--- src/rtl/io_ports_regs.svh ---
// Register offsets, field positions, reset values and timing counts
// for the four-port I/O block. Included by the design and the checker.
`ifndef IO_PORTS_REGS_SVH
`define IO_PORTS_REGS_SVH

// Register file offsets
`define PORT_ZERO_DATA_OFS 8'h00
`define PORT_ONE_DATA_OFS 8'h01
`define PORT_TWO_DATA_OFS 8'h02
`define PORT_THREE_DATA_OFS 8'h03
`define PORT_TWO_DIRECTION_OFS 8'hf6
`define PORT_THREE_FUNCTION_OFS 8'hf7
`define PORT_ZERO_ONE_CONFIG_OFS 8'hf8

// Bank in which the port data registers are visible
`define PORT_DATA_BANK 4'h0

// port_zero_one_config fields
`define CFG_LOW_NIB_LSB 0
`define CFG_ZERO_OD_BIT 2
`define CFG_ONE_MODE_LSB 3
`define CFG_ONE_OD_BIT 5
`define CFG_HIGH_NIB_LSB 6

// port_three_function fields
`define FUNC_TWO_OD_BIT 0
`define FUNC_HANDSHAKE_BIT 2

// port_three line numbers used by the handshake
`define HS_LINE_A 2
`define HS_LINE_B 5

// Reset values
`define PORT_ZERO_ONE_CONFIG_RST 8'h49
`define PORT_TWO_DIRECTION_RST 8'hff
`define PORT_THREE_FUNCTION_RST 8'h00
`define PORT_OUT_RST 8'h00
`define PORT_THREE_OUT_RST 8'hf0

// Synchroniser depth in clock periods
`define PIN_SYNC_STAGES 2

`endif

--- src/rtl/io_ports_pkg.sv ---
// Types shared by the I/O port block and its handshake engine.
// Assumes the constants header is included where numbers are needed.
package io_ports_pkg;

  typedef enum logic [1:0] {
    NIB_OUTPUT = 2'b00,
    NIB_INPUT = 2'b01,
    NIB_ADDR = 2'b10,
    NIB_ADDR_ALT = 2'b11
  } nib_mode_t;

  typedef enum logic [1:0] {
    HS_IDLE = 2'b00,
    HS_HOLD = 2'b01,
    HS_PEND = 2'b10,
    HS_VALID = 2'b11
  } hs_state_t;

endpackage

--- src/rtl/io_ports.sv ---
// Four 8-bit parallel I/O ports with mode registers and first-port
// strobe handshake, reached through the core's register file port.
// Assumes the core issues one-cycle read and write strobes with an
// 8-bit register address and the current expanded register bank.
// What this block does
// - Thirty-two I/O lines as four 8-bit ports, each its own register.
// - First port per nibble, second per byte, third per bit.
// - Push-pull outputs; first three ports can drop to open-drain.
// - Mode registers at F8h (ports 0/1), F7h (port 3), F6h (port 2).
// - Mode registers writable anytime; function changes at once.
// - Ports and modes act like ordinary registers for any instruction.
// - Each bit of first three ports keeps separate in and out storage.
// - Writing an input bit stores output value, unseen while input.
// - Switching to output drives the stored value, then readable.
// - Pins settle through two clock periods before any read.
// - First port data at 00h, bank 0 only; writes hit output register.
// - Reading an output nibble returns pin levels.
// - Reading input returns pins, or strobe-latched value under handshake.
// - Lower nibble: config bits 1,0 = 01 input, 00 output.
// - Upper nibble: config bits 7,6 = 01 input, 00 output.
// - First port may instead drive external memory address.
// - First port nibbles globally push-pull or open-drain.
// - Function bit 2 set puts first port under strobe handshake.
// - Line 2 and line 5 of fourth port carry valid and ready.
// - Upper nibble sets direction; lower joins only when matching.
`timescale 1ns/1ps
`include "io_ports_regs.svh"
module io_ports (
  input wire logic clock,
  input wire logic rst_n,
  input wire logic [7:0] reg_addr,
  input wire logic [3:0] expanded_register_bank,
  input wire logic reg_wr,
  input wire logic reg_rd,
  input wire logic [7:0] reg_wdata,
  output logic [7:0] reg_rdata,
  input wire logic [7:0] port_zero_in,
  output logic [7:0] port_zero_out,
  output logic [7:0] port_zero_oe,
  input wire logic [7:0] port_one_in,
  output logic [7:0] port_one_out,
  output logic [7:0] port_one_oe,
  input wire logic [7:0] port_two_in,
  output logic [7:0] port_two_out,
  output logic [7:0] port_two_oe,
  input wire logic [3:0] port_three_in,
  output logic [7:0] port_three_out,
  output logic [7:0] port_three_oe,
  input wire logic [7:0] mem_addr_out,
  input wire logic [7:0] mem_ad_out,
  input wire logic mem_ad_oe,
  output logic [7:0] mem_ad_in
);
  import io_ports_pkg::*;

  // ====================================================================
  // Helpers
  function automatic logic nib_out(input logic [1:0] m);
    return nib_mode_t'(m) == NIB_OUTPUT;
  endfunction

  function automatic logic nib_in(input logic [1:0] m);
    return nib_mode_t'(m) == NIB_INPUT;
  endfunction

  function automatic logic nib_addr(input logic [1:0] m);
    return nib_mode_t'(m) inside {NIB_ADDR, NIB_ADDR_ALT};
  endfunction

  function automatic logic [7:0] drive_en(input logic [7:0] out_en,
      input logic od, input logic [7:0] val);
    // Open-drain only pulls low; a high bit releases the line
    return od ? (out_en & ~val) : out_en;
  endfunction

  // ====================================================================
  // Synchronised pins
  // A read sees pins from two edges back: latency traded for safety
  logic [7:0] zero_s;
  logic [7:0] one_s;
  logic [7:0] two_s;
  logic [3:0] three_s;

  pin_sync #(.WIDTH(8)) u_sync_zero (
    .clock(clock),
    .rst_n(rst_n),
    .async_in(port_zero_in),
    .sync_out(zero_s)
  );
  pin_sync #(.WIDTH(8)) u_sync_one (
    .clock(clock),
    .rst_n(rst_n),
    .async_in(port_one_in),
    .sync_out(one_s)
  );
  pin_sync #(.WIDTH(8)) u_sync_two (
    .clock(clock),
    .rst_n(rst_n),
    .async_in(port_two_in),
    .sync_out(two_s)
  );
  pin_sync #(.WIDTH(4)) u_sync_three (
    .clock(clock),
    .rst_n(rst_n),
    .async_in(port_three_in),
    .sync_out(three_s)
  );

  // ====================================================================
  // Register state
  // Modes reset to all-input so only fourth-port lines 7..4 drive before software sets up
  logic [7:0] zero_out_q, zero_out_d;
  logic [7:0] one_out_q, one_out_d;
  logic [7:0] two_out_q, two_out_d;
  logic [7:0] three_out_q, three_out_d;
  logic [7:0] cfg_q, cfg_d;
  logic [7:0] two_dir_q, two_dir_d;
  logic [7:0] func_q, func_d;
  logic [7:0] zero_in_q, zero_in_d;
  logic [7:0] rdata_q, rdata_d;

  // ====================================================================
  // Address decode
  logic bank_ok;
  logic wr_zero, wr_one, wr_two, wr_three;
  logic wr_cfg, wr_dir, wr_func;
  logic rd_zero;

  // Mode registers answer in every bank; only port data is banked
  assign bank_ok = expanded_register_bank == `PORT_DATA_BANK;
  assign wr_zero = reg_wr && bank_ok
                   && reg_addr == `PORT_ZERO_DATA_OFS;
  assign wr_one = reg_wr && bank_ok && reg_addr == `PORT_ONE_DATA_OFS;
  assign wr_two = reg_wr && bank_ok && reg_addr == `PORT_TWO_DATA_OFS;
  assign wr_three = reg_wr && bank_ok
                    && reg_addr == `PORT_THREE_DATA_OFS;
  assign wr_cfg = reg_wr && reg_addr == `PORT_ZERO_ONE_CONFIG_OFS;
  assign wr_dir = reg_wr && reg_addr == `PORT_TWO_DIRECTION_OFS;
  assign wr_func = reg_wr && reg_addr == `PORT_THREE_FUNCTION_OFS;
  assign rd_zero = reg_rd && bank_ok && reg_addr == `PORT_ZERO_DATA_OFS;

  // ====================================================================
  // Mode decode, live from the mode registers
  logic [1:0] lo_mode, hi_mode, one_mode;
  logic lo_is_out, hi_is_out, lo_is_in, hi_is_in;
  logic one_is_out;
  logic hs_en, hs_dir_in, lo_joins;
  logic [7:0] hs_mask;
  logic hs_line_b, hs_capture;

  assign lo_mode = cfg_q[`CFG_LOW_NIB_LSB +: 2];
  assign hi_mode = cfg_q[`CFG_HIGH_NIB_LSB +: 2];
  assign one_mode = cfg_q[`CFG_ONE_MODE_LSB +: 2];
  assign lo_is_out = nib_out(lo_mode);
  assign lo_is_in = nib_in(lo_mode);
  assign hi_is_out = nib_out(hi_mode);
  assign hi_is_in = nib_in(hi_mode);
  assign one_is_out = nib_out(one_mode);

  // Handshake only while the upper nibble is ordinary I/O
  assign hs_en = func_q[`FUNC_HANDSHAKE_BIT]
                 && (hi_is_in || hi_is_out);
  assign hs_dir_in = hi_is_in;
  // Lower nibble joins only with the same direction; address never joins
  assign lo_joins = (lo_is_in && hi_is_in)
                    || (lo_is_out && hi_is_out);
  assign hs_mask = {4'hf, lo_joins ? 4'hf : 4'h0};

  // Port zero reads and writes pace the handshake
  strobe_handshake u_handshake (
    .clock(clock),
    .rst_n(rst_n),
    .enable(hs_en),
    .dir_input(hs_dir_in),
    .line_a(three_s[`HS_LINE_A]),
    .port_read(rd_zero),
    .port_write(wr_zero),
    .line_b(hs_line_b),
    .capture(hs_capture)
  );

  // ====================================================================
  // Register updates
  always_comb begin
    // Writes land whatever the direction, so a value can be preset
    zero_out_d = wr_zero ? reg_wdata : zero_out_q;
    one_out_d = wr_one ? reg_wdata : one_out_q;
    two_out_d = wr_two ? reg_wdata : two_out_q;
    three_out_d = wr_three ? reg_wdata : three_out_q;
    cfg_d = wr_cfg ? reg_wdata : cfg_q;
    two_dir_d = wr_dir ? reg_wdata : two_dir_q;
    func_d = wr_func ? reg_wdata : func_q;
    // Separate input register, loaded by the input strobe
    // Held until the next strobe, so a late read still sees the byte
    zero_in_d = hs_capture ? zero_s : zero_in_q;
  end

  always_ff @(posedge clock or negedge rst_n) begin
    if (!rst_n) begin
      zero_out_q <= `PORT_OUT_RST;
      one_out_q <= `PORT_OUT_RST;
      two_out_q <= `PORT_OUT_RST;
      three_out_q <= `PORT_THREE_OUT_RST;
      cfg_q <= `PORT_ZERO_ONE_CONFIG_RST;
      two_dir_q <= `PORT_TWO_DIRECTION_RST;
      func_q <= `PORT_THREE_FUNCTION_RST;
      zero_in_q <= `PORT_OUT_RST;
      rdata_q <= 8'h00;
    end else begin
      zero_out_q <= zero_out_d;
      one_out_q <= one_out_d;
      two_out_q <= two_out_d;
      three_out_q <= three_out_d;
      cfg_q <= cfg_d;
      two_dir_q <= two_dir_d;
      func_q <= func_d;
      zero_in_q <= zero_in_d;
      rdata_q <= rdata_d;
    end
  end

  // ====================================================================
  // Read path
  logic [7:0] zero_view;
  logic [7:0] latched_sel;
  logic [7:0] three_view;

  // Inputs under handshake read the strobe latch, all else the pins
  assign latched_sel = (hs_en && hs_dir_in) ? hs_mask : 8'h00;
  assign zero_view = (latched_sel & zero_in_q)
                     | (~latched_sel & zero_s);

  // Port three has one output register and one input register in total
  assign three_view = {three_out_q[7:4], three_s};

  // Registered read data: one settled byte per read, held until the next

  always_comb begin
    rdata_d = rdata_q;
    if (reg_rd) begin
      rdata_d = 8'h00;
      if (reg_addr == `PORT_ZERO_ONE_CONFIG_OFS) begin
        rdata_d = cfg_q;
      end else if (reg_addr == `PORT_TWO_DIRECTION_OFS) begin
        rdata_d = two_dir_q;
      end else if (reg_addr == `PORT_THREE_FUNCTION_OFS) begin
        rdata_d = func_q;
      end else if (bank_ok) begin
        unique case (reg_addr)
          `PORT_ZERO_DATA_OFS: rdata_d = zero_view;
          `PORT_ONE_DATA_OFS: rdata_d = one_s;
          `PORT_TWO_DATA_OFS: rdata_d = two_s;
          `PORT_THREE_DATA_OFS: rdata_d = three_view;
          default: rdata_d = 8'h00;
        endcase
      end
    end
  end

  assign reg_rdata = rdata_q;

  // ====================================================================
  // Pin drive
  logic [7:0] zero_oe_raw;
  logic [7:0] zero_val;
  logic one_addr;

  // Address nibbles follow the memory interface, others the out register
  assign zero_val = {nib_addr(hi_mode) ? mem_addr_out[7:4]
                                       : zero_out_q[7:4],
                     nib_addr(lo_mode) ? mem_addr_out[3:0]
                                       : zero_out_q[3:0]};
  assign zero_oe_raw = {{4{!hi_is_in}}, {4{!lo_is_in}}};
  assign port_zero_out = zero_val;
  assign port_zero_oe = drive_en(zero_oe_raw, cfg_q[`CFG_ZERO_OD_BIT],
                                 zero_val);

  // Second port: whole byte, or multiplexed address/data bus
  // In address/data mode the memory interface owns the lines
  assign one_addr = one_mode[1];
  assign port_one_out = one_addr ? mem_ad_out : one_out_q;
  assign port_one_oe = one_addr ? {8{mem_ad_oe}}
                       : drive_en({8{one_is_out}},
                                  cfg_q[`CFG_ONE_OD_BIT],
                                  one_out_q);
  assign mem_ad_in = one_s;

  // Third port: one direction bit per line, 1 means input
  assign port_two_out = two_out_q;
  assign port_two_oe = drive_en(~two_dir_q, func_q[`FUNC_TWO_OD_BIT],
                                two_out_q);

  // Fourth port: lines 3..0 inputs, 7..4 outputs; line 5 may be taken
  always_comb begin
    port_three_out = three_out_q;
    if (func_q[`FUNC_HANDSHAKE_BIT]) begin
      port_three_out[`HS_LINE_B] = hs_line_b;
    end
  end
  // Lines 7..4 always drive; lines 3..0 are inputs only
  assign port_three_oe = 8'hf0;
endmodule // io_ports

--- src/rtl/pin_sync.sv ---
// Two-stage synchroniser for a group of pin inputs.
// Assumes the pins are asynchronous to clock; only stage two is read.
`timescale 1ns/1ps
module pin_sync #(
  parameter int WIDTH = 8
) (
  input wire logic clock,
  input wire logic rst_n,
  input wire logic [WIDTH-1:0] async_in,
  output logic [WIDTH-1:0] sync_out
);
  logic [WIDTH-1:0] meta_q;
  logic [WIDTH-1:0] meta_d;
  logic [WIDTH-1:0] sync_q;
  logic [WIDTH-1:0] sync_d;

  always_comb begin
    meta_d = async_in;
    sync_d = meta_q;
  end

  always_ff @(posedge clock or negedge rst_n) begin
    if (!rst_n) begin
      meta_q <= '0;
      sync_q <= '0;
    end else begin
      meta_q <= meta_d;
      sync_q <= sync_d;
    end
  end

  assign sync_out = sync_q;
endmodule // pin_sync

--- src/rtl/strobe_handshake.sv ---
// Strobe handshake engine for the first port.
// Assumes line_a is already synchronised and strobes are one-cycle pulses.
`timescale 1ns/1ps
module strobe_handshake (
  input wire logic clock,
  input wire logic rst_n,
  input wire logic enable,
  input wire logic dir_input,
  input wire logic line_a,
  input wire logic port_read,
  input wire logic port_write,
  output logic line_b,
  output logic capture
);
  import io_ports_pkg::*;

  hs_state_t state_q;
  hs_state_t state_d;
  logic line_a_q;
  logic line_a_d;
  logic capture_c;

  // ====================================================================
  // Next state
  always_comb begin
    state_d = state_q;
    line_a_d = line_a;
    capture_c = 1'b0;
    if (!enable) begin
      state_d = HS_IDLE;
    end else if (dir_input) begin
      unique case (state_q)
        HS_IDLE: begin
          // Latch on the valid edge, then drop ready
          if (line_a && !line_a_q) begin
            capture_c = 1'b1;
            state_d = HS_HOLD;
          end
        end
        HS_HOLD: begin
          if (port_read) begin
            state_d = HS_IDLE;
          end
        end
        default: state_d = HS_IDLE;
      endcase
    end else begin
      unique case (state_q)
        HS_PEND: begin
          if (line_a) begin
            state_d = HS_VALID;
          end
        end
        HS_VALID: begin
          // Falling ready is the acceptance; a new write restarts
          if (!line_a) begin
            state_d = port_write ? HS_PEND : HS_IDLE;
          end
        end
        default: begin
          if (port_write) begin
            state_d = HS_PEND;
          end
        end
      endcase
    end
  end

  // ====================================================================
  // Registers
  always_ff @(posedge clock or negedge rst_n) begin
    if (!rst_n) begin
      state_q <= HS_IDLE;
      line_a_q <= 1'b0;
    end else begin
      state_q <= state_d;
      line_a_q <= line_a_d;
    end
  end

  // Input: ready while idle. Output: valid while presenting.
  assign line_b = dir_input ? (enable && state_q == HS_IDLE)
                            : (state_q == HS_VALID);
  assign capture = capture_c;
endmodule // strobe_handshake

--- config.mk ---
export PLATFORM = sky130hd
export DESIGN_NAME = io_ports
export DESIGN_NICKNAME = d
export VERILOG_FILES = /design/src/rtl/io_ports_pkg.sv /design/src/rtl/io_ports.sv /design/src/rtl/pin_sync.sv /design/src/rtl/strobe_handshake.sv
export VERILOG_INCLUDE_DIRS = /design/src /design/src/rtl
export SDC_FILE = /design/constraint.sdc
export NUM_CORES = 1
export LEC_CHECK = 0
export BUFFER_PORTS_ARGS = -buffer_cell sky130_fd_sc_hd__buf_2
export CAP_MARGIN = 20
export CORE_ASPECT_RATIO = 1.1
export CORE_MARGIN = 2
export CORE_UTILIZATION = 48
export CTS_BUF_LIST = sky130_fd_sc_hd__clkbuf_8 sky130_fd_sc_hd__clkbuf_16
export DETAILED_ROUTE_END_ITERATION = 7
export PLACE_DENSITY = 0.76
export SLEW_MARGIN = 0
export SYNTH_ARGS = -nofsm -noshare
export SYNTH_HDL_FRONTEND = slang
export SYNTH_HIERARCHICAL = 1
export SYNTH_SLANG_ARGS = --single-unit
export TNS_END_PERCENT = 5
--- constraint.sdc ---
create_clock -name clock -period 2 [get_ports clock]
set_input_delay 0.2 -clock clock [delete_from_list [all_inputs] [get_ports clock]]
set_output_delay 0.2 -clock clock [all_outputs]
set_load 0.02 [all_outputs]
==> flow_summary.ini <==
[die]
die_h_um = 119
die_area_um2 = 12800
coreArea_um2 = 11500
start_util_pct = 49.7
fp.dieW_um = 108
ioPinCount = 149
num_rows = 41

[setup_path]
max_stage_delay_ns = 0.53
crit_required_ns = 2.27
critical_path_arrival_ns = 2.20
worst_setup_path_start_kind = flop
critPathMaxFanout = 6
crit_chain = buf_4, nand3b_4, mux2_1, mux4_2, a21boi_2, o21ai_1
crit_buf_inv = 1
worst_setup_path_end_kind = flop
cp_top_family = multiplexers
slowest_stage = dfstp_2
path_class = reg2reg

[outcome]
status = complete, no violations

[global_routing]
grt_usage_pct = 23.4
antenna_found_initial = 1
grt-ovfl-total = 0
grt_pass1_wl_um = 22500
grt_pass1_vias = 4256
grt_max_degree = 132

[routing]
routed-via-count = 4073
drt_iter0_markers = 187
via_per_inst = 5.28
wirelength_um = 14200
ant_nets = 0
dr.pass1.iters = 4
drcViolationCount = 0
wire_per_inst_um = 18.4

[min_path]
hold_path.class = in2reg

[placed_design]
pre_cts_ws_ns = 0.0997
dp_cells = 707
placed_area_um2 = 6620
hpwl_um = 10300
place_congestion = 0.900
numPortBuffers = 140

[flow_run]
cap_violations = 0

[finish]
layout.cells.non_filler = 772
final_area_um2 = 7560
layout-drive-gt1-share_pct = 43.8
syn_to_final_growth_pct = 31.8
nNetsFinal = 678

[synth]
ys_types = 58
synth_edf_count = 0
synthFlopType = dfrtp_1
synth.yosys.warnings = 6
synth_seq_cells = 131
synthArstFlopShare_pct = 100
ys_seq_area_share_pct = 57.5
syn-cell-area_um2 = 5740
synthCells = 424
synth.avg_cell_area_um2 = 13.5

[timing]
timing.final.hold_violations = 0
maxSlewViolCount = 0
slew-limit-headroom_pct = 51.4
setup_ws_ns = 0.0664
worstMarginPinSlew_ns = 0.729
tns_ns = 0
fmax_mhz = 517
fin_skew_ns = 0.00673
final.min_clock_period_ns = 1.93
final-setup-viol-count = 0
period_share_pct = 96.7

[power]
peakVddDrop_v = 0.000660
power-per-cell-area_nw_per_um2 = 840
power.total_mw = 6.35
p_leak_nw = 3.79

[cts]
clk_root_buffer_cell = clkbuf_16
cts_sinks = 131
cts.htree.levels = 4
clock_latency_ns = 0.40
clkSlewWorstSetupHoldPaths_ns = 0.06
cts_buffers = 17
cts_tree = yes
clk_path_buf_depth = 2
-- state kept, by name (all words and copies together), names as in the netlist --
name	count
u_sync_one/meta_q	8
reg_rdata	8
cfg_q	8
port_two_out	8
u_sync_three/meta_q	4
u_sync_zero/sync_out	8
u_sync_two/meta_q	8
u_handshake/line_a_q	1
one_out_q	8
zero_out_q	8
u_sync_one/sync_out	8
u_sync_two/sync_out	8
zero_in_q	8
func_q	8
u_sync_three/sync_out	4
u_sync_zero/meta_q	8
u_handshake/state_q	2
three_out_q	8
two_dir_q	8
-- final timing paths --
check,from,end,slack (ns),cells after the start
min in group asynchronous,rst_n,u_sync_three/meta_q[3],0.40,3
max reg2reg,cfg_q[6],reg_rdata[5],0.07,6
max,cfg_q[6],reg_rdata[5],0.07,6
min reg2reg,u_sync_two/meta_q[4],u_sync_two/sync_out[4],0.34,0
min,reg_wdata[2],cfg_q[2],0.16,2
max in group asynchronous,rst_n,func_q[2],0.99,3
-- metrics by stage --
step / utilization (%) / hold slack (ns)
floorplan: - / -0.0956
global placement: 57.4 / 0.307
detailed placement: 57.4 / 0.309
CTS: 65.1 / 0.147
global route: 65.5 / 0.163
finish: 65.5 / 0.156
-- where the power goes --
group / internal [mW] / switching (mW) / total, mW / leakage, nW
registers: 2.75 / 0.0607 / 2.81 / 1.64
clock network: 1.96 / 1.06 / 3.02 / 0.295
logic: 0.213 / 0.300 / 0.513 / 1.85
-- metal layers --
| metal | track usage [%] | wire (µm) | share of wire (%) | up-vias |
|---|---|---|---|---|
| li1 | - | - | - | 1892 |
| met1 | 29.2 | 5890 | 41 | 2012 |
| met2 | 39.8 | 7200 | 51 | 151 |
| met3 | 5.79 | 891 | 6.3 | 18 |
| met4 | 7.53 | 229 | 1.6 | 0 |
| met5 | 0 | 0 | 0 | - |
-- cells by family after synthesis --
family	count (synthesis)	share of synthesized area [%]
DFF	131	57.5
other	2	0.131
muxes	94	20.2
and+or+nand+nor	74	9.31
AOI/OAI and AO/OA	82	8.79
buffers and inverters	41	4.08
-- Yosys cell counts (4+ instances only) --
master	instances	area, µm²
dfrtp_1	116	2900
mux2_1	41	462
mux2_4	24	360
a21oi_1	21	105
mux2_2	18	203
buf_4	17	128
o21ai_0	16	80.1
dfstp_2	15	394
o21ai_1	15	75.1
nand3_1	10	50.1
clkbuf_1	9	33.8
mux2i_1	9	90.1
and2_1	8	50.1
nor2_1	8	30.0
a211o_1	6	52.6
nor2b_1	6	37.5
inv_1	5	18.8
nand2_1	5	18.8
o221ai_1	5	43.8
a211oi_1	4	30.0
buf_2	4	20.0
nand2b_1	4	25.0
o32ai_1	4	35.0
-- timing repair --
action,CTS,global route
hold buffers,29,0
buffers inserted,1,3
resized for setup,5,6
setup endpoints to repair,1,7
endpoints found under the hold margin,144,0
-- final cells by class --
class                           instances  area (µm²)
Fill cell                             876        3980
Sequential cell                       131        3300
Multi-Input combinational cell        258        2250
Timing Repair Buffer                  192        1200
Clock buffer                           18         439
Tap cell                              150         188
Clock inverter                         13         145
Inverter                                9        33.8
Antenna cell                            1        2.50
-- cells in the final DEF, fill, tap and decap left out, drive strengths merged, types with 4 or more instances in the layout --
cell         instances
dfrtp              116
nor2b                6
mux2                83
a211oi               4
a211o                6
nor4                 4
inv                 11
mux2i                9
o21ai               31
o221ai               5
nand2                7
a21oi               21
o32ai                4
nor2                10
nand3               14
clkinv               6
buf                163
and2                 9
conb                 8
dfstp               15
dlygate4sd3         29
clkbuf              18
nand2b               4
Note: power is estimated with default switching activity, not from simulation.
